===== config.mk =====
export PLATFORM = sky130hd
export DESIGN_NAME = rshb_ctrl
export DESIGN_NICKNAME = d
export VERILOG_FILES = /design/src/common/rshb_pkg.sv /design/src/rtl/rshb_ctrl.sv
export SDC_FILE = /design/constraint.sdc
export NUM_CORES = 1
export LEC_CHECK = 0
export CAP_MARGIN = 20
export CORE_UTILIZATION = 55
export DETAILED_ROUTE_END_ITERATION = 8
export DONT_BUFFER_PORTS = 1
export GPL_ROUTABILITY_DRIVEN = 1
export PLACE_DENSITY = 0.79
export SETUP_SLACK_MARGIN = 0.5
export SLEW_MARGIN = 20
export SYNTH_ARGS = -nofsm -noshare
export SYNTH_HDL_FRONTEND = slang
export SYNTH_SLANG_ARGS = --single-unit

===== constraint.sdc =====
create_clock -name clk -period 1.5 [get_ports clk]
set_input_delay 0.225 -clock clk [delete_from_list [all_inputs] [get_ports clk]]
set_output_delay 0.225 -clock clk [all_outputs]
set_load 0.005 [all_outputs]

===== src/common/rshb_pkg.sv =====
// Package for the reset, self-test and bus hold control block
package rshb_pkg;

  // Timing of the clock and the reset hold times the system must respect
  localparam int CLK_PERIOD_NS       = 25;
  localparam int POWERUP_RESET_CYC   = 10000;
  localparam int WARM_RESET_CYC      = 15;

  // Length of the internal self-test and bus confidence test phases
  localparam logic [7:0] SELFTEST_CYC = 8'h20;
  localparam logic [7:0] CONFTEST_CYC = 8'h10;
  localparam logic [7:0] CNT_ZERO     = 8'h00;
  localparam logic [7:0] CNT_ONE      = 8'h01;

  // Bus width and the idle level of the address/data lines
  localparam int AD_W = 32;
  localparam logic [AD_W-1:0] AD_IDLE = 32'h0000_0000;

  // Idle levels of the control outputs
  localparam logic CTRL_IDLE_N = 1'b1;

  // Where the initialization sequence stands
  typedef enum logic [2:0] {
    RSHB_INIT_RESET,
    RSHB_INIT_SELFTEST,
    RSHB_INIT_CONFTEST,
    RSHB_INIT_RUN,
    RSHB_INIT_FAILED,
    RSHB_INIT_DEBUG
  } rshb_init_t;

  // Where the bus ownership stands
  typedef enum logic [1:0] {
    RSHB_BUS_IDLE,
    RSHB_BUS_ADDR,
    RSHB_BUS_HELD
  } rshb_bus_t;

  // Bus outputs that the core asks for, handed over as one group
  typedef struct packed {
    logic [AD_W-1:0] ad;
    logic            ad_oe;
    logic            ads_n;
    logic            den_n;
    logic            blast_n;
  } rshb_busreq_t;

  // Bus outputs as they leave the block toward the pins
  typedef struct packed {
    logic [AD_W-1:0] ad;
    logic            ad_oe;
    logic            ads_n;
    logic            den_n;
    logic            blast_n;
    logic            ctrl_oe;
  } rshb_buspin_t;

endpackage


===== src/rtl/rshb_ctrl.sv =====
// Reset, self-test selection and bus hold control of the processor
//
// Contract
// - On bus request, raise grant, float bus and control, enter held state.
// - When request drops, drop grant, go idle or address, drive bus again.
// - Grant bus requests during reset, while halted and in normal operation.
// - Stall warning high when a stall may come, low otherwise.
// - Core and bus run on the input clock, all on its rising edge.
// - During reset clear internal logic, hold bus and control outputs idle; code leaves bus state, grant, pin regs unreset, a grant floats the pins.
// - In reset ignore inputs but lock/debug, self-test select, request.
// - Reset input passes an internal synchronizer before use.
// - Sample self-test select at end of reset to choose the tests.
// - Self-test select high: run self-test then bus confidence test.
// - Self-test select low: skip self-test, run bus confidence test only.
// - Lock/debug pin low at end of reset: stop and float all outputs; code floats bus, control, lock pins, not grant, stall, fail.
// - Never grant a bus request while the lock output is driven.
// - Fail output asserted at reset, cleared on pass, kept and stop on fail.
`timescale 1ns/10ps

module rshb_ctrl (
  input  wire logic                  clk,
  input  wire logic                  rst_n,
  input  wire logic                  bus_req,
  input  wire logic                  selftest_select,
  input  wire logic                  atomic_lock_debug_pin_in,
  input  wire logic                  core_lock,
  input  wire logic                  core_halted,
  input  wire logic                  core_bus_pending,
  input  wire logic                  core_addr_start,
  input  wire logic                  selftest_ok,
  input  wire logic                  conftest_ok,
  input  wire rshb_pkg::rshb_busreq_t core_bus,
  output logic                       bus_grant_ack,
  output logic                       stall_warning,
  output logic                       atomic_lock_debug_pin_out,
  output logic                       atomic_lock_debug_pin_oe,
  output logic                       fail_n,
  output logic                       core_run,
  output logic                       core_reset,
  output logic                       debug_mode,
  output logic                       selftest_active,
  output logic                       conftest_active,
  output rshb_pkg::rshb_buspin_t     bus_pins
);

  // Reset release synchronizer; assertion stays asynchronous
  logic [1:0] rst_sync_reg;
  logic       rst_sync_n;

  always_ff @(posedge clk or negedge rst_n)
  begin
    if (!rst_n)
      rst_sync_reg <= 2'h0;
    else
      rst_sync_reg <= {rst_sync_reg[0], 1'b1};
  end
  assign rst_sync_n = rst_sync_reg[1];

  // Pin inputs pass three flops; a change counts when the last two agree
  logic [2:0] req_sync_reg;
  logic [2:0] st_sync_reg;
  logic [2:0] lk_sync_reg;
  logic       req_reg;
  logic       st_reg;
  logic       lk_reg;
  logic       req_next;
  logic       st_next;
  logic       lk_next;

  function automatic logic settle(input logic [2:0] s, input logic prev);
    settle = (s[2] == s[1]) ? s[2] : prev;
  endfunction

  // Only request, self-test select and lock/debug are watched in reset;
  // these flops have no reset so they keep sampling while reset is held
  // and carry settled pin levels at its end
  always_ff @(posedge clk)
  begin
    req_sync_reg <= {req_sync_reg[1:0], bus_req};
    st_sync_reg  <= {st_sync_reg[1:0], selftest_select};
    lk_sync_reg  <= {lk_sync_reg[1:0], atomic_lock_debug_pin_in};
    req_reg      <= req_next;
    st_reg       <= st_next;
    lk_reg       <= lk_next;
  end

  always_comb
  begin
    req_next = settle(req_sync_reg, req_reg);
    st_next  = settle(st_sync_reg, st_reg);
    lk_next  = settle(lk_sync_reg, lk_reg);
  end

  // Reset hold is raw reset low or the synchronized copy not yet released
  logic in_reset;
  assign in_reset = !rst_sync_n;

  // Initialization sequence
  rshb_pkg::rshb_init_t init_reg;
  rshb_pkg::rshb_init_t init_next;
  logic [7:0]           cnt_reg;
  logic [7:0]           cnt_next;
  logic                 fail_n_reg;
  logic                 fail_n_next;

  always_comb
  begin
    init_next   = init_reg;
    cnt_next    = cnt_reg;
    fail_n_next = fail_n_reg;
    case (init_reg)
      rshb_pkg::RSHB_INIT_RESET:
      begin
        // Sampled values at the first cycle after reset release
        if (!lk_reg)
          init_next = rshb_pkg::RSHB_INIT_DEBUG;
        else if (st_reg)
        begin
          init_next = rshb_pkg::RSHB_INIT_SELFTEST;
          cnt_next  = rshb_pkg::SELFTEST_CYC;
        end
        else
        begin
          init_next = rshb_pkg::RSHB_INIT_CONFTEST;
          cnt_next  = rshb_pkg::CONFTEST_CYC;
        end
      end
      rshb_pkg::RSHB_INIT_SELFTEST:
      begin
        if (cnt_reg != rshb_pkg::CNT_ZERO)
          cnt_next = cnt_reg - rshb_pkg::CNT_ONE;
        else if (selftest_ok)
        begin
          init_next = rshb_pkg::RSHB_INIT_CONFTEST;
          cnt_next  = rshb_pkg::CONFTEST_CYC;
        end
        else
          init_next = rshb_pkg::RSHB_INIT_FAILED;
      end
      rshb_pkg::RSHB_INIT_CONFTEST:
      begin
        if (cnt_reg != rshb_pkg::CNT_ZERO)
          cnt_next = cnt_reg - rshb_pkg::CNT_ONE;
        else if (conftest_ok)
        begin
          init_next   = rshb_pkg::RSHB_INIT_RUN;
          fail_n_next = 1'b1;
        end
        else
          init_next = rshb_pkg::RSHB_INIT_FAILED;
      end
      rshb_pkg::RSHB_INIT_RUN:
        init_next = rshb_pkg::RSHB_INIT_RUN;
      rshb_pkg::RSHB_INIT_FAILED:
        init_next = rshb_pkg::RSHB_INIT_FAILED;
      rshb_pkg::RSHB_INIT_DEBUG:
        init_next = rshb_pkg::RSHB_INIT_DEBUG;
      default:
        init_next = rshb_pkg::RSHB_INIT_RESET;
    endcase
  end

  // Fail output is low (asserted) from reset until the tests pass
  always_ff @(posedge clk or negedge rst_sync_n)
  begin
    if (!rst_sync_n)
    begin
      init_reg   <= rshb_pkg::RSHB_INIT_RESET;
      cnt_reg    <= rshb_pkg::CNT_ZERO;
      fail_n_reg <= 1'b0;
    end
    else
    begin
      init_reg   <= init_next;
      cnt_reg    <= cnt_next;
      fail_n_reg <= fail_n_next;
    end
  end

  logic dbg;
  assign dbg = (init_reg == rshb_pkg::RSHB_INIT_DEBUG);

  // Bus ownership; a request is honoured during reset and while halted
  rshb_pkg::rshb_bus_t bus_reg;
  rshb_pkg::rshb_bus_t bus_next;
  logic                grant_reg;
  logic                grant_next;
  logic                lock_drv;

  // Lock is only driven in the run state of the init sequence, halted or not
  assign lock_drv = core_lock && (init_reg == rshb_pkg::RSHB_INIT_RUN);

  always_comb
  begin
    bus_next   = bus_reg;
    grant_next = grant_reg;
    case (bus_reg)
      rshb_pkg::RSHB_BUS_IDLE, rshb_pkg::RSHB_BUS_ADDR:
      begin
        bus_next = (core_addr_start && !in_reset && core_run)
                 ? rshb_pkg::RSHB_BUS_ADDR : rshb_pkg::RSHB_BUS_IDLE;
        if (req_reg && !lock_drv && !dbg)
        begin
          bus_next   = rshb_pkg::RSHB_BUS_HELD;
          grant_next = 1'b1;
        end
      end
      rshb_pkg::RSHB_BUS_HELD:
      begin
        if (!req_reg)
        begin
          grant_next = 1'b0;
          bus_next   = (core_bus_pending && !in_reset && core_run)
                     ? rshb_pkg::RSHB_BUS_ADDR : rshb_pkg::RSHB_BUS_IDLE;
        end
      end
      default:
      begin
        bus_next   = rshb_pkg::RSHB_BUS_IDLE;
        grant_next = 1'b0;
      end
    endcase
  end

  // No reset: a reset here would block the grant that reset must allow.
  // An unknown or stray state falls into the default branch and settles
  // to idle within one edge, whatever the request synchronizer holds.
  always_ff @(posedge clk)
  begin
    bus_reg   <= bus_next;
    grant_reg <= grant_next;
  end

  // Stall warning: core, out of reset and not halted, has work waiting while the bus is held or requested
  logic stall_reg;
  logic stall_next;

  always_comb
  begin
    stall_next = core_bus_pending && !in_reset && !core_halted &&
                 (bus_reg == rshb_pkg::RSHB_BUS_HELD || req_reg);
  end

  always_ff @(posedge clk or negedge rst_sync_n)
  begin
    if (!rst_sync_n)
      stall_reg <= 1'b0;
    else
      stall_reg <= stall_next;
  end

  // Bus pins: idle in reset, floated when held or in debug isolation
  rshb_pkg::rshb_buspin_t pins_reg;
  rshb_pkg::rshb_buspin_t pins_next;
  logic                   held;

  assign held = (bus_next == rshb_pkg::RSHB_BUS_HELD);

  always_comb
  begin
    pins_next.ad      = rshb_pkg::AD_IDLE;
    pins_next.ad_oe   = 1'b1;
    pins_next.ads_n   = rshb_pkg::CTRL_IDLE_N;
    pins_next.den_n   = rshb_pkg::CTRL_IDLE_N;
    pins_next.blast_n = rshb_pkg::CTRL_IDLE_N;
    pins_next.ctrl_oe = 1'b1;
    if (held || dbg)
    begin
      pins_next.ad_oe   = 1'b0;
      pins_next.ctrl_oe = 1'b0;
    end
    else if (!in_reset && init_reg == rshb_pkg::RSHB_INIT_RUN)
    begin
      pins_next.ad      = core_bus.ad;
      pins_next.ad_oe   = core_bus.ad_oe;
      pins_next.ads_n   = core_bus.ads_n;
      pins_next.den_n   = core_bus.den_n;
      pins_next.blast_n = core_bus.blast_n;
    end
  end

  // No reset: a grant given in reset must float the pins; with reset held
  // the idle values above reach the pins on the next edge
  always_ff @(posedge clk)
    pins_reg <= pins_next;

  // Lock output active low; a weak pull keeps it high while not driven
  logic lock_oe_reg;
  always_ff @(posedge clk or negedge rst_sync_n)
  begin
    if (!rst_sync_n)
      lock_oe_reg <= 1'b0;
    else
      lock_oe_reg <= lock_drv && !dbg && !held;
  end

  assign bus_grant_ack             = grant_reg;
  assign stall_warning             = stall_reg;
  assign atomic_lock_debug_pin_out = 1'b0;
  assign atomic_lock_debug_pin_oe  = lock_oe_reg;
  assign fail_n                    = fail_n_reg;
  assign core_run   = (init_reg == rshb_pkg::RSHB_INIT_RUN) && !core_halted;
  assign core_reset = in_reset;
  assign debug_mode = dbg;
  assign selftest_active = (init_reg == rshb_pkg::RSHB_INIT_SELFTEST);
  assign conftest_active = (init_reg == rshb_pkg::RSHB_INIT_CONFTEST);
  assign bus_pins   = pins_reg;

endmodule // rshb_ctrl


==> metrics.md <==
| Metric | Value |
|---|---|
| # setup viols final | `between 50 and 60` |
| Crit path kind | `reg -> reg` |
| First-pass GRT wire length | `8310 µm` |
| GR peak layer | `met2` |
| Final Cell Area | `approximately 3500 µm²` |
| Synth warn | `0` |
| Clock power frac | `41.3%` |
| Placed Area | `around 2800 µm²` |
| Register area share after synthesis | `around 62%` |
| Synth top cells by count | `48 x dfxtp_1, 33 x and2_1, 16 x dfrtp_1` |
| Comb pwr share | `between 2 and 2.5%` |
| Hold/Removal Path Class | `in -> reg` |
| Actual slew at the worst max-slew pin | `~500 ps` |
| Post-synthesis mux area share | `0%` |
| Worst vdd ir | `0.000810 V` |
| Power, Total | `between 3 and 4 mW` |
| Net Count, Synth | `approximately 260` |
| Die span in y | `roughly 68 µm` |
| Worst Setup Start Kind | `flop` |
| Die width | `just under 70 µm` |
| RD Place Congestion | `around 0.87` |
| Port Buffers | `0` |
| Hold Violations, Final | `0` |
| CTS H-tree depth | `3` |
| Synth top area share | `40.2%` |
| Register area | `1490 µm²` |
| Min Hold Slack | `approximately 12 ps` |
| Failing checks | `setup timing` |
| Mapped Cells | `210` |
| Max reg flops | `37` |
| Fin nets | `roughly 330` |
| Initial antenna violation count | `0` |
| DRC Markers | `0` |
| RSZ-0062 raised after global routing | `true` |
| Compound-Gate Fraction of Synth Area | `between 10% and 20%` |
| Vias in the first global route | `1826` |
| Total GRT Usage | `around a quarter` |
| Full die area | `4620 µm²` |
| Seq cells post-synth | `around 70` |
| Met3 Track Usage GR | `between 10% and 20%` |
| Post-Synth XOR/XNOR Area | `between 1 and 1.5%` |
| Largest net degree at the start of global routing | `33` |
| Max_slew headroom | `approximately 67%` |
| Synth Cell Area | `about 2400 µm²` |
| Share of flip-flops with an asynchronous set or reset | `a little under a quarter` |
| Critical path required time | `approximately 1700 ps` |
| Post-DP HPWL | `around 3400 µm` |
| Max Fclk | `a little under 600 MHz` |
| Initial core utilization | `58.5%` |
| Clk sink count | `slightly below 70` |
| Worst-case clock skew | `between 20 and 25 ps` |
| Max_cap viols | `0` |
| Switching Fraction | `between 20% and 30%` |
| Syn Area/Cell | `roughly 11 µm²` |
| Setup slack at placement | `-151 ps` |
| Finished Core Util | `roughly 85%` |
| Via count | `around 1900` |
| Largest family of logic cells by synthesized area | `simple AND/OR/NAND/NOR gates` |
| GRT met1 Usage | `between 20% and 30%` |
| Reg power frac | `a little under three fifths` |
| DR pass1 iterations | `4` |
| Worst-Skew Late Latency | `340 ps` |
| Adder-Cell Fraction of Synth Area | `less than 1%` |
| Switch Pwr | `a little under 0.7 mW` |
| Post-synth EDFFs | `4` |
| CTS Buf Count | `9` |
| Minimum clock period | `approximately 1700 ps` |
| Fin crit share | `114%` |
| Met2 usage | `approximately 43%` |
| Inserted Diodes | `0` |
| Crit end category | `flop` |
| Vias per std cell | `about 5.6` |
| Top Ports | `94` |
| Simple-gate share of the synthesized area | `approximately a fifth` |
| Share of layout cells above drive strength 1 | `about two fifths` |
| Routed wire length | `6520 µm` |
| Hold path depth | `2` |
| P_leak | `1.48 nW` |
| Routed WL per cell | `between 15 and 20 µm` |
| Final WS setup | `-214 ps` |
| Non-Filler Instances | `~340` |
| Most frequent cell after synthesis | `dfxtp_1` |
| Antenna-violating nets left | `0` |
| Clk root buf | `clkbuf_8` |
| CTS tree | `done` |
| Clock-pin slew on the worst setup and hold paths | `roughly 80 ps` |
| Syn-to-layout area delta | `45.5%` |
| CTS Buffer Depth | `2` |
| PwrDens | `~950 nW/µm²` |
| Pins Over Slew Limit | `0` |
| R2r worst-path depth | `7` |
| Core ar. | `between 4000 and 5000 µm²` |
| Crit Path Max Fanout | `5` |
| Grt ovf | `0` |
| FP Rows | `23` |
| Outcome | `finished, violations left` |
| Sum Neg Setup Slack | `-4840 ps` |
| Fillers | `about 180` |
| Dpl cells | `288` |
| Ys flop type | `dfxtp_1` |
| Synth area leader | `dfxtp_1` |
| Largest cells by area after synthesis | `dfxtp_1 40%, dfrtp_1 17%, and2_1 8.6%` |
| P_int | `2.64 mW` |
| Multi-input logic area | `between 1000 and 1500 µm²` |
| Worst path arrival time | `between 1500 and 2000 ps` |
| Synth unique cells | `47` |
| DR iter-0 viols | `164` |
==> cell type report <==
class,count,area share (%)
Tap cell,50,1.80
Clock buffer,14,5.00
Multi-Input combinational cell,125,29.1
Timing Repair Buffer,71,20.2
Sequential cell,68,42.7
Inverter,8,1.01
Clock inverter,1,0.180
==> routing by layer <==
layer  vias to the layer above  part of all wire, %
li1                        858                    -
met3                        16                  8.5
met5                         -                    0
met2                       114                   50
met4                         0                  2.8
met1                       909                   39
==> cells by family (layout without fill, tap and decap cells) <==
family / after synthesis / after routing
buf+inv: 17 / 94
compound gates: 37 / 37
fa+ha+maj: 1 / 1
xor+xnor: 3 / 3
flops: 68 / 68
simple gates: 82 / 82
other cells: 2 / 2
==> timing repair <==
item / in CTS / in global routing
setup endpoints to repair: 58 / 60
gates resized for setup: 44 / 17
hold buffers: 8 / 3
hold endpoints to repair: 9 / 3
buffers inserted: 19 / 4
pin swaps: 15 / 8
==> worst paths after layout <==
kind                                  from                        to  slack (ps)
max                             cnt_reg[1]                cnt_reg[6]        -210
min reg2reg                rst_sync_reg[1]               init_reg[2]         310
min                              core_lock  atomic_lock_debug_pin_oe          10
max in group asynchronous  rst_sync_reg[1]                    fail_n        1040
max reg2reg                     cnt_reg[1]                cnt_reg[6]        -210
min in group asynchronous            rst_n           rst_sync_reg[0]         120
==> critical path: stages, from the launching register on <==
cell and delay (ps):
dfrtp_1 390, inv_2 90, ha_4 140, nor3b_4 220
nand2_2 160, buf_4 190, a41oi_1 300, a31oi_2 90
==> cells in the final DEF (no fill, tap or decap), drive strengths merged, types with 2 or more instances in the layout <==
cell	netlist	routed
buf	9	60
dfxtp	48	48
and2	33	33
dfrtp	16	16
clkbuf	0	14
nor2	12	12
dlygate4sd3	0	11
a31oi	8	8
inv	8	8
nand2	7	7
nand2b	6	6
o21ai	6	6
nor3	6	6
a21oi	5	5
edfxtp	4	4
nand3	4	4
xnor2	3	3
or3	3	3
o22ai	3	3
nor3b	2	2
nand4	2	2
nor2b	2	2
o21a	2	2
conb	2	2
a211oi	2	2
==> power groups by stage <==
stage / combinational [mW] / sequential, mW / clock, mW
2_1_floorplan: 0.0226 / 1.91 / 0
3_3_place_gp: 0.0382 / 1.90 / 0
3_5_place_dp: 0.0388 / 1.91 / 0
4_1_cts: 0.0665 / 1.87 / 1.37
5_1_grt: 0.0845 / 1.87 / 1.48
6_report: 0.0776 / 1.87 / 1.37
Note: power is estimated with default switching activity, not from simulation.
